**src/rtl/wit_pkg.sv**
```systemverilog
// package for the watch and interval timer
// assumes one 25 MHz system clock and a 32-bit Avalon-MM register bus

package wit_pkg;

  // ==========================================================
  // clocking and widths
  localparam int WIT_MCLK_PERIOD_NS = 40;
  localparam int WIT_DIV_W = 7;                // peripheral clock / 2^7
  localparam logic [6:0] WIT_DIV_MAX = 7'h7f;
  localparam int WIT_PRE_W = 11;               // prescaler width
  localparam int WIT_CNT_W = 5;                // watch counter width
  localparam logic [3:0] WIT_TAP_SHORT_LO = 4'h4;   // 2^4 tap
  localparam logic [3:0] WIT_TAP_SHORT_HI = 4'h5;   // 2^5 tap
  localparam logic [3:0] WIT_TAP_CNT = 4'h9;        // 2^9 tap drives the counter
  localparam logic [3:0] WIT_TAP_BASE = 4'h4;       // interval code 0 -> 2^4
  localparam logic [3:0] WIT_CNT13_MASK = 4'hf;     // 2^13 = 2^9 * 16
  localparam logic [4:0] WIT_CNT14_MASK = 5'h1f;    // 2^14 = 2^9 * 32

  // ==========================================================
  // register byte offsets
  localparam logic [4:0] WIT_OFS_MODE = 5'h00;
  localparam logic [4:0] WIT_OFS_STATUS = 5'h04;
  localparam logic [4:0] WIT_OFS_CLEAR = 5'h08;
  localparam logic [4:0] WIT_OFS_IRQ_EN = 5'h0c;
  localparam logic [4:0] WIT_OFS_COUNT = 5'h10;
  localparam int WIT_ADDR_W = 5;

  // ==========================================================
  // field layouts and reset values
  localparam logic [7:0] WIT_MODE_RESET = 8'h00;
  localparam logic [1:0] WIT_EVT_RESET = 2'h0;
  localparam logic [1:0] WIT_SEL_P14 = 2'h0;
  localparam logic [1:0] WIT_SEL_P13 = 2'h1;
  localparam logic [1:0] WIT_SEL_P5 = 2'h2;
  localparam logic [1:0] WIT_SEL_P4 = 2'h3;
  localparam int WIT_COUNT_CNT_LSB = 16;       // counter view: [20:16] counter, [10:0] prescaler

  // mode register, bit 7 down to bit 0
  typedef struct packed {
    logic clock_source_sel;
    logic [2:0] interval_sel;
    logic [1:0] watch_period_sel;
    logic counter_start_bit;
    logic timer_enable_bit;
  } wit_mode_t;

  // event group: bit 1 interval, bit 0 watch
  typedef struct packed {
    logic interval_irq;
    logic watch_irq;
  } wit_evt_t;

  // watch counter sequencing, one-hot
  typedef enum logic [2:0] {
    WIT_W_IDLE = 3'b001,
    WIT_W_FIRST = 3'b010,
    WIT_W_RUN = 3'b100
  } wit_wstate_t;

endpackage

```
**src/rtl/wit_prescaler.sv**
```systemverilog
// 11-bit prescaler of the watch timer
// assumes a one-cycle count tick from the parent and a synchronous clear
`timescale 1ns/1ps

module wit_prescaler #(
  parameter int WIDTH = wit_pkg::WIT_PRE_W
) (
  // clock and control
  input wire logic mclk_i,
  input wire logic resetn_i,
  input wire logic ce_i,
  // count control
  input wire logic clear_i,
  input wire logic tick_i,
  // count value
  output logic [WIDTH-1:0] count_o
);
  import wit_pkg::*;

  // ==========================================================
  // free counter; clear wins over the tick
  always_ff @(posedge mclk_i) begin
    if (!resetn_i) begin
      count_o <= '0;
    end else if (ce_i) begin
      if (clear_i) begin
        count_o <= '0;
      end else if (tick_i) begin
        count_o <= count_o + 1'b1;
      end
    end
  end

endmodule

```
**src/rtl/wit_timer.sv**
```systemverilog
// watch and interval timer with Avalon-MM register slave
// assumes mclk_i at 25 MHz, synchronous active-low reset, sub_clk_i from a pin
//
// Behaviour
// - watch interrupt periodic while watch counting
// - clock: peripheral/128 or subsystem clock
// - watch counts only with enable and start
// - clearing both stops and clears counter
// - start low clears counter, prescaler keeps running
// - first interrupt after restart may slip 2^9
// - period select: 2^14, 2^13, 2^5, 2^4
// - interval interrupt periodic from prescaler tap
// - interval code n gives 2^(4+n)
// - interval runs only while enable is set
// - first watch interrupt late by up to 2^9
// - enable low clears prescaler and counter
// - reset clears mode register to zero
`timescale 1ns/1ps

module wit_timer (
  // clock, reset, enable
  input wire logic mclk_i,
  input wire logic resetn_i,
  input wire logic ce_i,
  // subsystem clock pin
  input wire logic sub_clk_i,
  // avalon-mm slave
  input wire logic [wit_pkg::WIT_ADDR_W-1:0] address_i,
  input wire logic read_i,
  input wire logic write_i,
  input wire logic [31:0] writedata_i,
  input wire logic [3:0] byteenable_i,
  output logic [31:0] readdata_o,
  output logic waitrequest_o,
  // interrupt requests
  output wit_pkg::wit_evt_t irq_pulse_o,
  output logic irq_o
);
  import wit_pkg::*;

  // ==========================================================
  // declarations
  wit_mode_t watch_mode_reg;
  wit_evt_t status;
  wit_evt_t irq_en;
  wit_evt_t events;
  wit_wstate_t wstate;
  logic [WIT_DIV_W-1:0] div_cnt;
  logic sub_s1, sub_s2, sub_s3, sub_level;
  logic sub_edge;
  logic fw_tick;
  logic [WIT_PRE_W-1:0] pre_cnt;
  logic [WIT_CNT_W-1:0] wcnt;
  logic pre_clear;
  logic tap_cnt;
  logic watch_evt;
  logic interval_evt;
  logic bus_req;
  logic bus_write;
  logic [31:0] next_readdata;

  // ==========================================================
  // helpers
  // true when the low k bits of the prescaler are all ones
  function automatic logic tap_hit(input logic [WIT_PRE_W-1:0] pre, input logic [3:0] k);
    logic [WIT_PRE_W-1:0] mask;
    mask = WIT_PRE_W'((1 << k) - 1);
    return &(pre | ~mask);
  endfunction

  // ==========================================================
  // subsystem clock: three flops, edge once stages two and three agree
  always_ff @(posedge mclk_i) begin
    if (!resetn_i) begin
      sub_s1 <= 1'b0;
      sub_s2 <= 1'b0;
      sub_s3 <= 1'b0;
    end else if (ce_i) begin
      sub_s1 <= sub_clk_i;
      sub_s2 <= sub_s1;
      sub_s3 <= sub_s2;
    end
  end

  // filtered level of the subsystem clock
  always_ff @(posedge mclk_i) begin
    if (!resetn_i) begin
      sub_level <= 1'b0;
    end else if (ce_i && (sub_s2 == sub_s3)) begin
      sub_level <= sub_s3;
    end
  end

  assign sub_edge = (sub_s2 == sub_s3) && sub_s3 && !sub_level;

  // ==========================================================
  // peripheral clock divider, free running
  always_ff @(posedge mclk_i) begin
    if (!resetn_i) begin
      div_cnt <= '0;
    end else if (ce_i) begin
      div_cnt <= div_cnt + 1'b1;
    end
  end

  // watch clock tick, one cycle wide
  // limitation: the subsystem clock must be well below mclk_i / 4
  always_ff @(posedge mclk_i) begin
    if (!resetn_i) begin
      fw_tick <= 1'b0;
    end else if (ce_i) begin
      if (watch_mode_reg.clock_source_sel) begin
        fw_tick <= sub_edge;
      end else begin
        fw_tick <= (div_cnt == WIT_DIV_MAX);
      end
    end
  end

  // ==========================================================
  // prescaler, cleared only by the enable bit
  assign pre_clear = !watch_mode_reg.timer_enable_bit;

  wit_prescaler #(
    .WIDTH(WIT_PRE_W)
  ) u_pre (
    .mclk_i(mclk_i),
    .resetn_i(resetn_i),
    .ce_i(ce_i),
    .clear_i(pre_clear),
    .tick_i(fw_tick),
    .count_o(pre_cnt)
  );

  assign tap_cnt = fw_tick && tap_hit(pre_cnt, WIT_TAP_CNT);

  // ==========================================================
  // watch counter sequencing
  // the first 2^9 tap after start only arms the counter, hence the late first interrupt
  always_ff @(posedge mclk_i) begin
    if (!resetn_i) begin
      wstate <= WIT_W_IDLE;
    end else if (ce_i) begin
      case (wstate)
        WIT_W_IDLE: begin
          if (watch_mode_reg.timer_enable_bit && watch_mode_reg.counter_start_bit) begin
            wstate <= WIT_W_FIRST;
          end
        end
        WIT_W_FIRST: begin
          if (!(watch_mode_reg.timer_enable_bit && watch_mode_reg.counter_start_bit)) begin
            wstate <= WIT_W_IDLE;
          end else if (tap_cnt) begin
            wstate <= WIT_W_RUN;
          end
        end
        WIT_W_RUN: begin
          if (!(watch_mode_reg.timer_enable_bit && watch_mode_reg.counter_start_bit)) begin
            wstate <= WIT_W_IDLE;
          end
        end
        default: begin
          wstate <= WIT_W_IDLE;
        end
      endcase
    end
  end

  // 5-bit counter: cleared whenever watch counting is off
  always_ff @(posedge mclk_i) begin
    if (!resetn_i) begin
      wcnt <= '0;
    end else if (ce_i) begin
      if (wstate != WIT_W_RUN || !watch_mode_reg.counter_start_bit
          || !watch_mode_reg.timer_enable_bit) begin
        wcnt <= '0;
      end else if (tap_cnt) begin
        wcnt <= wcnt + 1'b1;
      end
    end
  end

  // ==========================================================
  // event decode
  // restart keeps the prescaler phase, so the first period may slip up to 2^9
  always_comb begin
    watch_evt = 1'b0;
    if (wstate == WIT_W_RUN && watch_mode_reg.counter_start_bit
        && watch_mode_reg.timer_enable_bit) begin
      case (watch_mode_reg.watch_period_sel)
        WIT_SEL_P14: watch_evt = tap_cnt && (wcnt == WIT_CNT14_MASK);
        WIT_SEL_P13: watch_evt = tap_cnt && (wcnt[3:0] == WIT_CNT13_MASK);
        WIT_SEL_P5: watch_evt = fw_tick && tap_hit(pre_cnt, WIT_TAP_SHORT_HI);
        WIT_SEL_P4: watch_evt = fw_tick && tap_hit(pre_cnt, WIT_TAP_SHORT_LO);
        default: watch_evt = 1'b0;
      endcase
    end
  end

  // interval tap: base tap plus the three-bit code
  assign interval_evt = watch_mode_reg.timer_enable_bit && fw_tick
    && tap_hit(pre_cnt, WIT_TAP_BASE + {1'b0, watch_mode_reg.interval_sel});

  assign events = '{interval_irq: interval_evt, watch_irq: watch_evt};

  // one-cycle request pulses
  always_ff @(posedge mclk_i) begin
    if (!resetn_i) begin
      irq_pulse_o <= WIT_EVT_RESET;
    end else if (ce_i) begin
      irq_pulse_o <= events;
    end
  end

  // ==========================================================
  // avalon-mm slave: one wait cycle, then the access completes
  assign bus_req = read_i || write_i;
  assign bus_write = write_i && !waitrequest_o && byteenable_i[0];

  // waitrequest drops for exactly one cycle per request
  always_ff @(posedge mclk_i) begin
    if (!resetn_i) begin
      waitrequest_o <= 1'b1;
    end else if (ce_i) begin
      waitrequest_o <= !(bus_req && waitrequest_o);
    end
  end

  // read mux; unmapped offsets and the clear register read zero
  always_comb begin
    next_readdata = '0;
    case (address_i)
      WIT_OFS_MODE: next_readdata = {24'h0000_00, watch_mode_reg};
      WIT_OFS_STATUS: next_readdata = {30'h000_0000, status};
      WIT_OFS_IRQ_EN: next_readdata = {30'h000_0000, irq_en};
      WIT_OFS_COUNT: begin
        next_readdata[WIT_PRE_W-1:0] = pre_cnt;
        next_readdata[WIT_COUNT_CNT_LSB +: WIT_CNT_W] = wcnt;
      end
      default: next_readdata = '0;
    endcase
  end

  // read data captured while waitrequest is still high
  always_ff @(posedge mclk_i) begin
    if (!resetn_i) begin
      readdata_o <= '0;
    end else if (ce_i && read_i && waitrequest_o) begin
      readdata_o <= next_readdata;
    end
  end

  // mode register
  always_ff @(posedge mclk_i) begin
    if (!resetn_i) begin
      watch_mode_reg <= WIT_MODE_RESET;
    end else if (ce_i && bus_write && address_i == WIT_OFS_MODE) begin
      watch_mode_reg <= writedata_i[7:0];
    end
  end

  // interrupt enable register
  always_ff @(posedge mclk_i) begin
    if (!resetn_i) begin
      irq_en <= WIT_EVT_RESET;
    end else if (ce_i && bus_write && address_i == WIT_OFS_IRQ_EN) begin
      irq_en <= writedata_i[1:0];
    end
  end

  // sticky status; a new event beats a clear in the same cycle
  always_ff @(posedge mclk_i) begin
    if (!resetn_i) begin
      status <= WIT_EVT_RESET;
    end else if (ce_i) begin
      if (bus_write && address_i == WIT_OFS_CLEAR) begin
        status <= (status & ~writedata_i[1:0]) | events;
      end else begin
        status <= status | events;
      end
    end
  end

  // level interrupt from a flop
  always_ff @(posedge mclk_i) begin
    if (!resetn_i) begin
      irq_o <= 1'b0;
    end else if (ce_i) begin
      irq_o <= |(status & irq_en);
    end
  end
endmodule

```
**config.mk**
```make
export PLATFORM = sky130hd
export DESIGN_NAME = wit_timer
export DESIGN_NICKNAME = d
export VERILOG_FILES = /design/src/rtl/wit_pkg.sv /design/src/rtl/wit_prescaler.sv /design/src/rtl/wit_timer.sv
export SDC_FILE = /design/constraint.sdc
export NUM_CORES = 1
export LEC_CHECK = 0
export ABC_AREA = 0
export BUFFER_PORTS_ARGS = -buffer_cell sky130_fd_sc_hd__buf_2
export CAP_MARGIN = 15
export CORE_UTILIZATION = 30
export DETAILED_ROUTE_END_ITERATION = 10
export PLACE_DENSITY = 0.48
export SYNTH_ARGS = -nofsm -noshare
export SYNTH_HDL_FRONTEND = slang
export SYNTH_HIERARCHICAL = 1
export SYNTH_SLANG_ARGS = --single-unit
```
**constraint.sdc**
```tcl
create_clock -name mclk_i -period 3 [get_ports mclk_i]
set_input_delay 0.15 -clock mclk_i [delete_from_list [all_inputs] [get_ports mclk_i]]
set_output_delay 0.15 -clock mclk_i [all_outputs]
set_load 0.02 [all_outputs]
```
==> flow_summary_export.csv <==
group,metric,value,unit
run_status,status,"finished, final reports clean",
sta,worstMarginPinSlew,0.766,ns
global_routing,grt_util_met3,0.0461,
critical_path,path_max_fanout,9,
yosys,async_reset_ff_frac,0,
critical_path,crit_buf_inv,0,
sta,slew_headroom,0.486,
yosys,syn-cell-area,0.00305,mm2
critical_path,worstPathRequired,3.22,ns
final_layout,final_nets,448,
global_routing,met2_usage,0.269,
sta,skew,0.0105,ns
power,ir_drop,0.344,mV
floorplan,die_x,103,um
yosys,synth_edf_count,0,
floorplan,core,0.00982,mm2
critical_path,cp_slowest_cell,"or4_1",
min_path,hp-class,"in2reg",
power,internal-power,0.00128,W
final_layout,final_util,0.357,
global_routing,grt_pass1_vias,2563,
final_layout,largest_register_ffs,16,
critical_path,start_kind,"flip-flop",
sta,timing.final.ws_setup,1.07,ns
sta,finalCritPeriodShare,0.644,
final_layout,diodes,0,
cts,cts-resized-gates,0,
place,pre_cts_slack,1.07,ns
floorplan,die_y,103,um
global_routing,grt_pass1_wl,12900,um
power,p_clk_frac,0.439,
global_routing,use_met1,0.206,
power,p_switching,0.000423,W
drt,wl_per_cell,14.5,um
sta,setup_viol,0,
sta,rsz0062_at_grt,"false",
critical_path,cp_top_family,"simple AND/OR/NAND/NOR gates",
sta,slew_violations,0,
yosys,syn_area_per_cell,8.50,um2
cts,path_clk_slew,0.07,ns
critical_path,end_kind,"flip-flop",
cts,cts.path.max_buffers,2,
sta,setup_tns,0,ns
final_layout,drive_gt1_frac,0.155,
cts,hold_buffers,0,
power,p_seq_frac,0.500,
sta,fmax,0.518,GHz
global_routing,grt_max_degree,33,
cts,numCtsBuffers,9,
yosys,ys.flop_type,"dfxtp_1",
drt,drt_pass1_iterations,4,
cts,cts_tree,"yes",
yosys,syn_inst,359,
global_routing,top_usage_layer,"met2",
cts,clkLatencyLatePin,0.34,ns
place,place_hpwl,5670,um
final_layout,layout_common_cells,"63 x dfxtp_1, 48 x nand2_1, 39 x buf_2, 28 x nor2_1",
place,gp_congestion,0.835,
drt,antenna_left,0,
global_routing,grt_remaining_overflow,0,
floorplan,start_util,0.311,
global_routing,grt_antenna_before_repair,0,
global_routing,grt_usage,0.163,
yosys,synth_warnings,6,
power,power.density_cell_area,484,mW/mm2
critical_path,critPathMaxStageDelay,0.64,ns
critical_path,cp.arrival,2.15,ns
final_layout,area_delta_synth_final,15.0,%
drt,wl,7740,um
yosys,synth_seq_cells,63,
power,p_leak,1.27,nW
flow_run,maxCapViolCount,0,
sta,fin_crit,1.93,ns
yosys,synth-seq-area-share,0.413,
sta,hold_viol,0,
critical_path,critPathKind,"reg2reg",
drt,drc,0,
yosys,yosysUniqueCellTypes,48,
critical_path,path_cells,"nand4_1 > or4_1 > a21oi_1 > o22ai_1",
cts,htreeDepth,3,
final_layout,layout_commonest_cell,"dfxtp_1",
place,io_buffer_count,39,
floorplan,rows,36,
floorplan,ios,83,
floorplan,dieArea,0.0106,mm2
drt,drt_iter0_drc,142,
cts,clkSinkCount,63,
cts,postCtsSetupBuffers,0,
power,switching_share,0.249,
drt,vias,2660,
cts,ctsRootBufferMaster,"clkbuf_8",
drt,drt-vias-per-instance,4.98,
power,combPwrFrac,0.061,
==> metal layers <==
layer | share of wire | wire length [um] | up-vias
li1 | - | - | 1343
met1 | 0.47 | 3620 | 1261
met2 | 0.46 | 3600 | 49
met3 | 0.053 | 407 | 7
met4 | 0.015 | 113 | 0
met5 | 0 | 0 | -
==> final timing paths <==
kind                                           to  depth (start not counted)  slack [ns]             start
worst max-delay path                      wcnt[4]                          4        1.07  u_pre/count_o[4]
worst min-delay path            watch_mode_reg[2]                          3        0.04    writedata_i[2]
worst max register to register            wcnt[4]                          4        1.07  u_pre/count_o[4]
worst min register to register     readdata_o[17]                          2        0.45    readdata_o[17]
==> tightest hold or removal path: stages <==
cell and delay [ns]:
buf_2 0.07, mux2i_1 0.05, nor2_1 0.07
==> power groups by stage <==
stage	Clock [W]	Combinational, W	Sequential, W
floorplan	0	0.0000838	0.000870
global placement	0	0.000104	0.000869
detailed placement	0	0.000105	0.000870
CTS	0.000775	0.000105	0.000850
global route	0.000813	0.000117	0.000851
finish	0.000745	0.000104	0.000850
==> through the flow <==
stage	power, W	std cells	hold slack [ns]	area [um2]
final	0.00170	534	0.0392	3510
after global routing	0.00178	534	0.0497	3510
after CTS	0.00173	534	0.0279	3510
after detailed placement	0.000975	518	0.391	3310
after global placement	0.000974	518	0.384	3310
after floorplan	0.000954	374	0.294	3110
==> logic make-up (layout without fill, tap and decap cells) <==
| group | after synthesis | in the layout | share of synthesized area |
|---|---|---|---|
| compound gates | 74 | 74 | 0.154 |
| simple gates | 150 | 150 | 0.254 |
| mux | 20 | 20 | 0.0656 |
| fa+ha+maj | 5 | 5 | 0.0205 |
| other cells | 1 | 16 | 0.00123 |
| xor+xnor | 9 | 9 | 0.0258 |
| flops | 63 | 63 | 0.413 |
| buf+inv | 37 | 64 | 0.0656 |
==> synthesized netlist by cell type (2+ instances only) <==
cell / instances / area (um2)
a211oi_1: 2 / 15.0
a21boi_0: 7 / 52.6
a21o_1: 2 / 15.0
a21oi_1: 19 / 95.1
a221oi_1: 3 / 26.3
a22oi_1: 6 / 45.0
and3_1: 3 / 18.8
buf_4: 16 / 120
clkbuf_1: 12 / 45.0
dfxtp_1: 63 / 1260
ha_1: 5 / 62.6
inv_1: 6 / 22.5
mux2i_1: 20 / 200
nand2_1: 48 / 180
nand2b_1: 6 / 37.5
nand3_1: 16 / 80.1
nand3b_1: 4 / 30.0
nand4_1: 9 / 56.3
nand4b_1: 4 / 35.0
nor2_1: 28 / 105
nor2b_1: 3 / 18.8
nor3_1: 6 / 30.0
nor4_1: 7 / 43.8
nor4b_1: 2 / 17.5
o2111ai_1: 2 / 17.5
o211ai_1: 2 / 15.0
o21ai_0: 20 / 100
o22ai_1: 3 / 18.8
o31ai_1: 3 / 22.5
or3_1: 3 / 18.8
or4_1: 5 / 37.5
xnor2_1: 4 / 35.0
xor2_1: 5 / 43.8
==> area by class of cell <==
| type | count | area, um2 |
|---|---|---|
| Sequential cell | 63 | 1260 |
| Clock inverter | 5 | 57.6 |
| Fill cell | 1075 | 6310 |
| Clock buffer | 11 | 141 |
| Tap cell | 133 | 166 |
| Timing Repair Buffer | 41 | 210 |
| Multi-Input combinational cell | 274 | 1650 |
| Inverter | 7 | 26.3 |
Power figures use the tool's default switching activity.
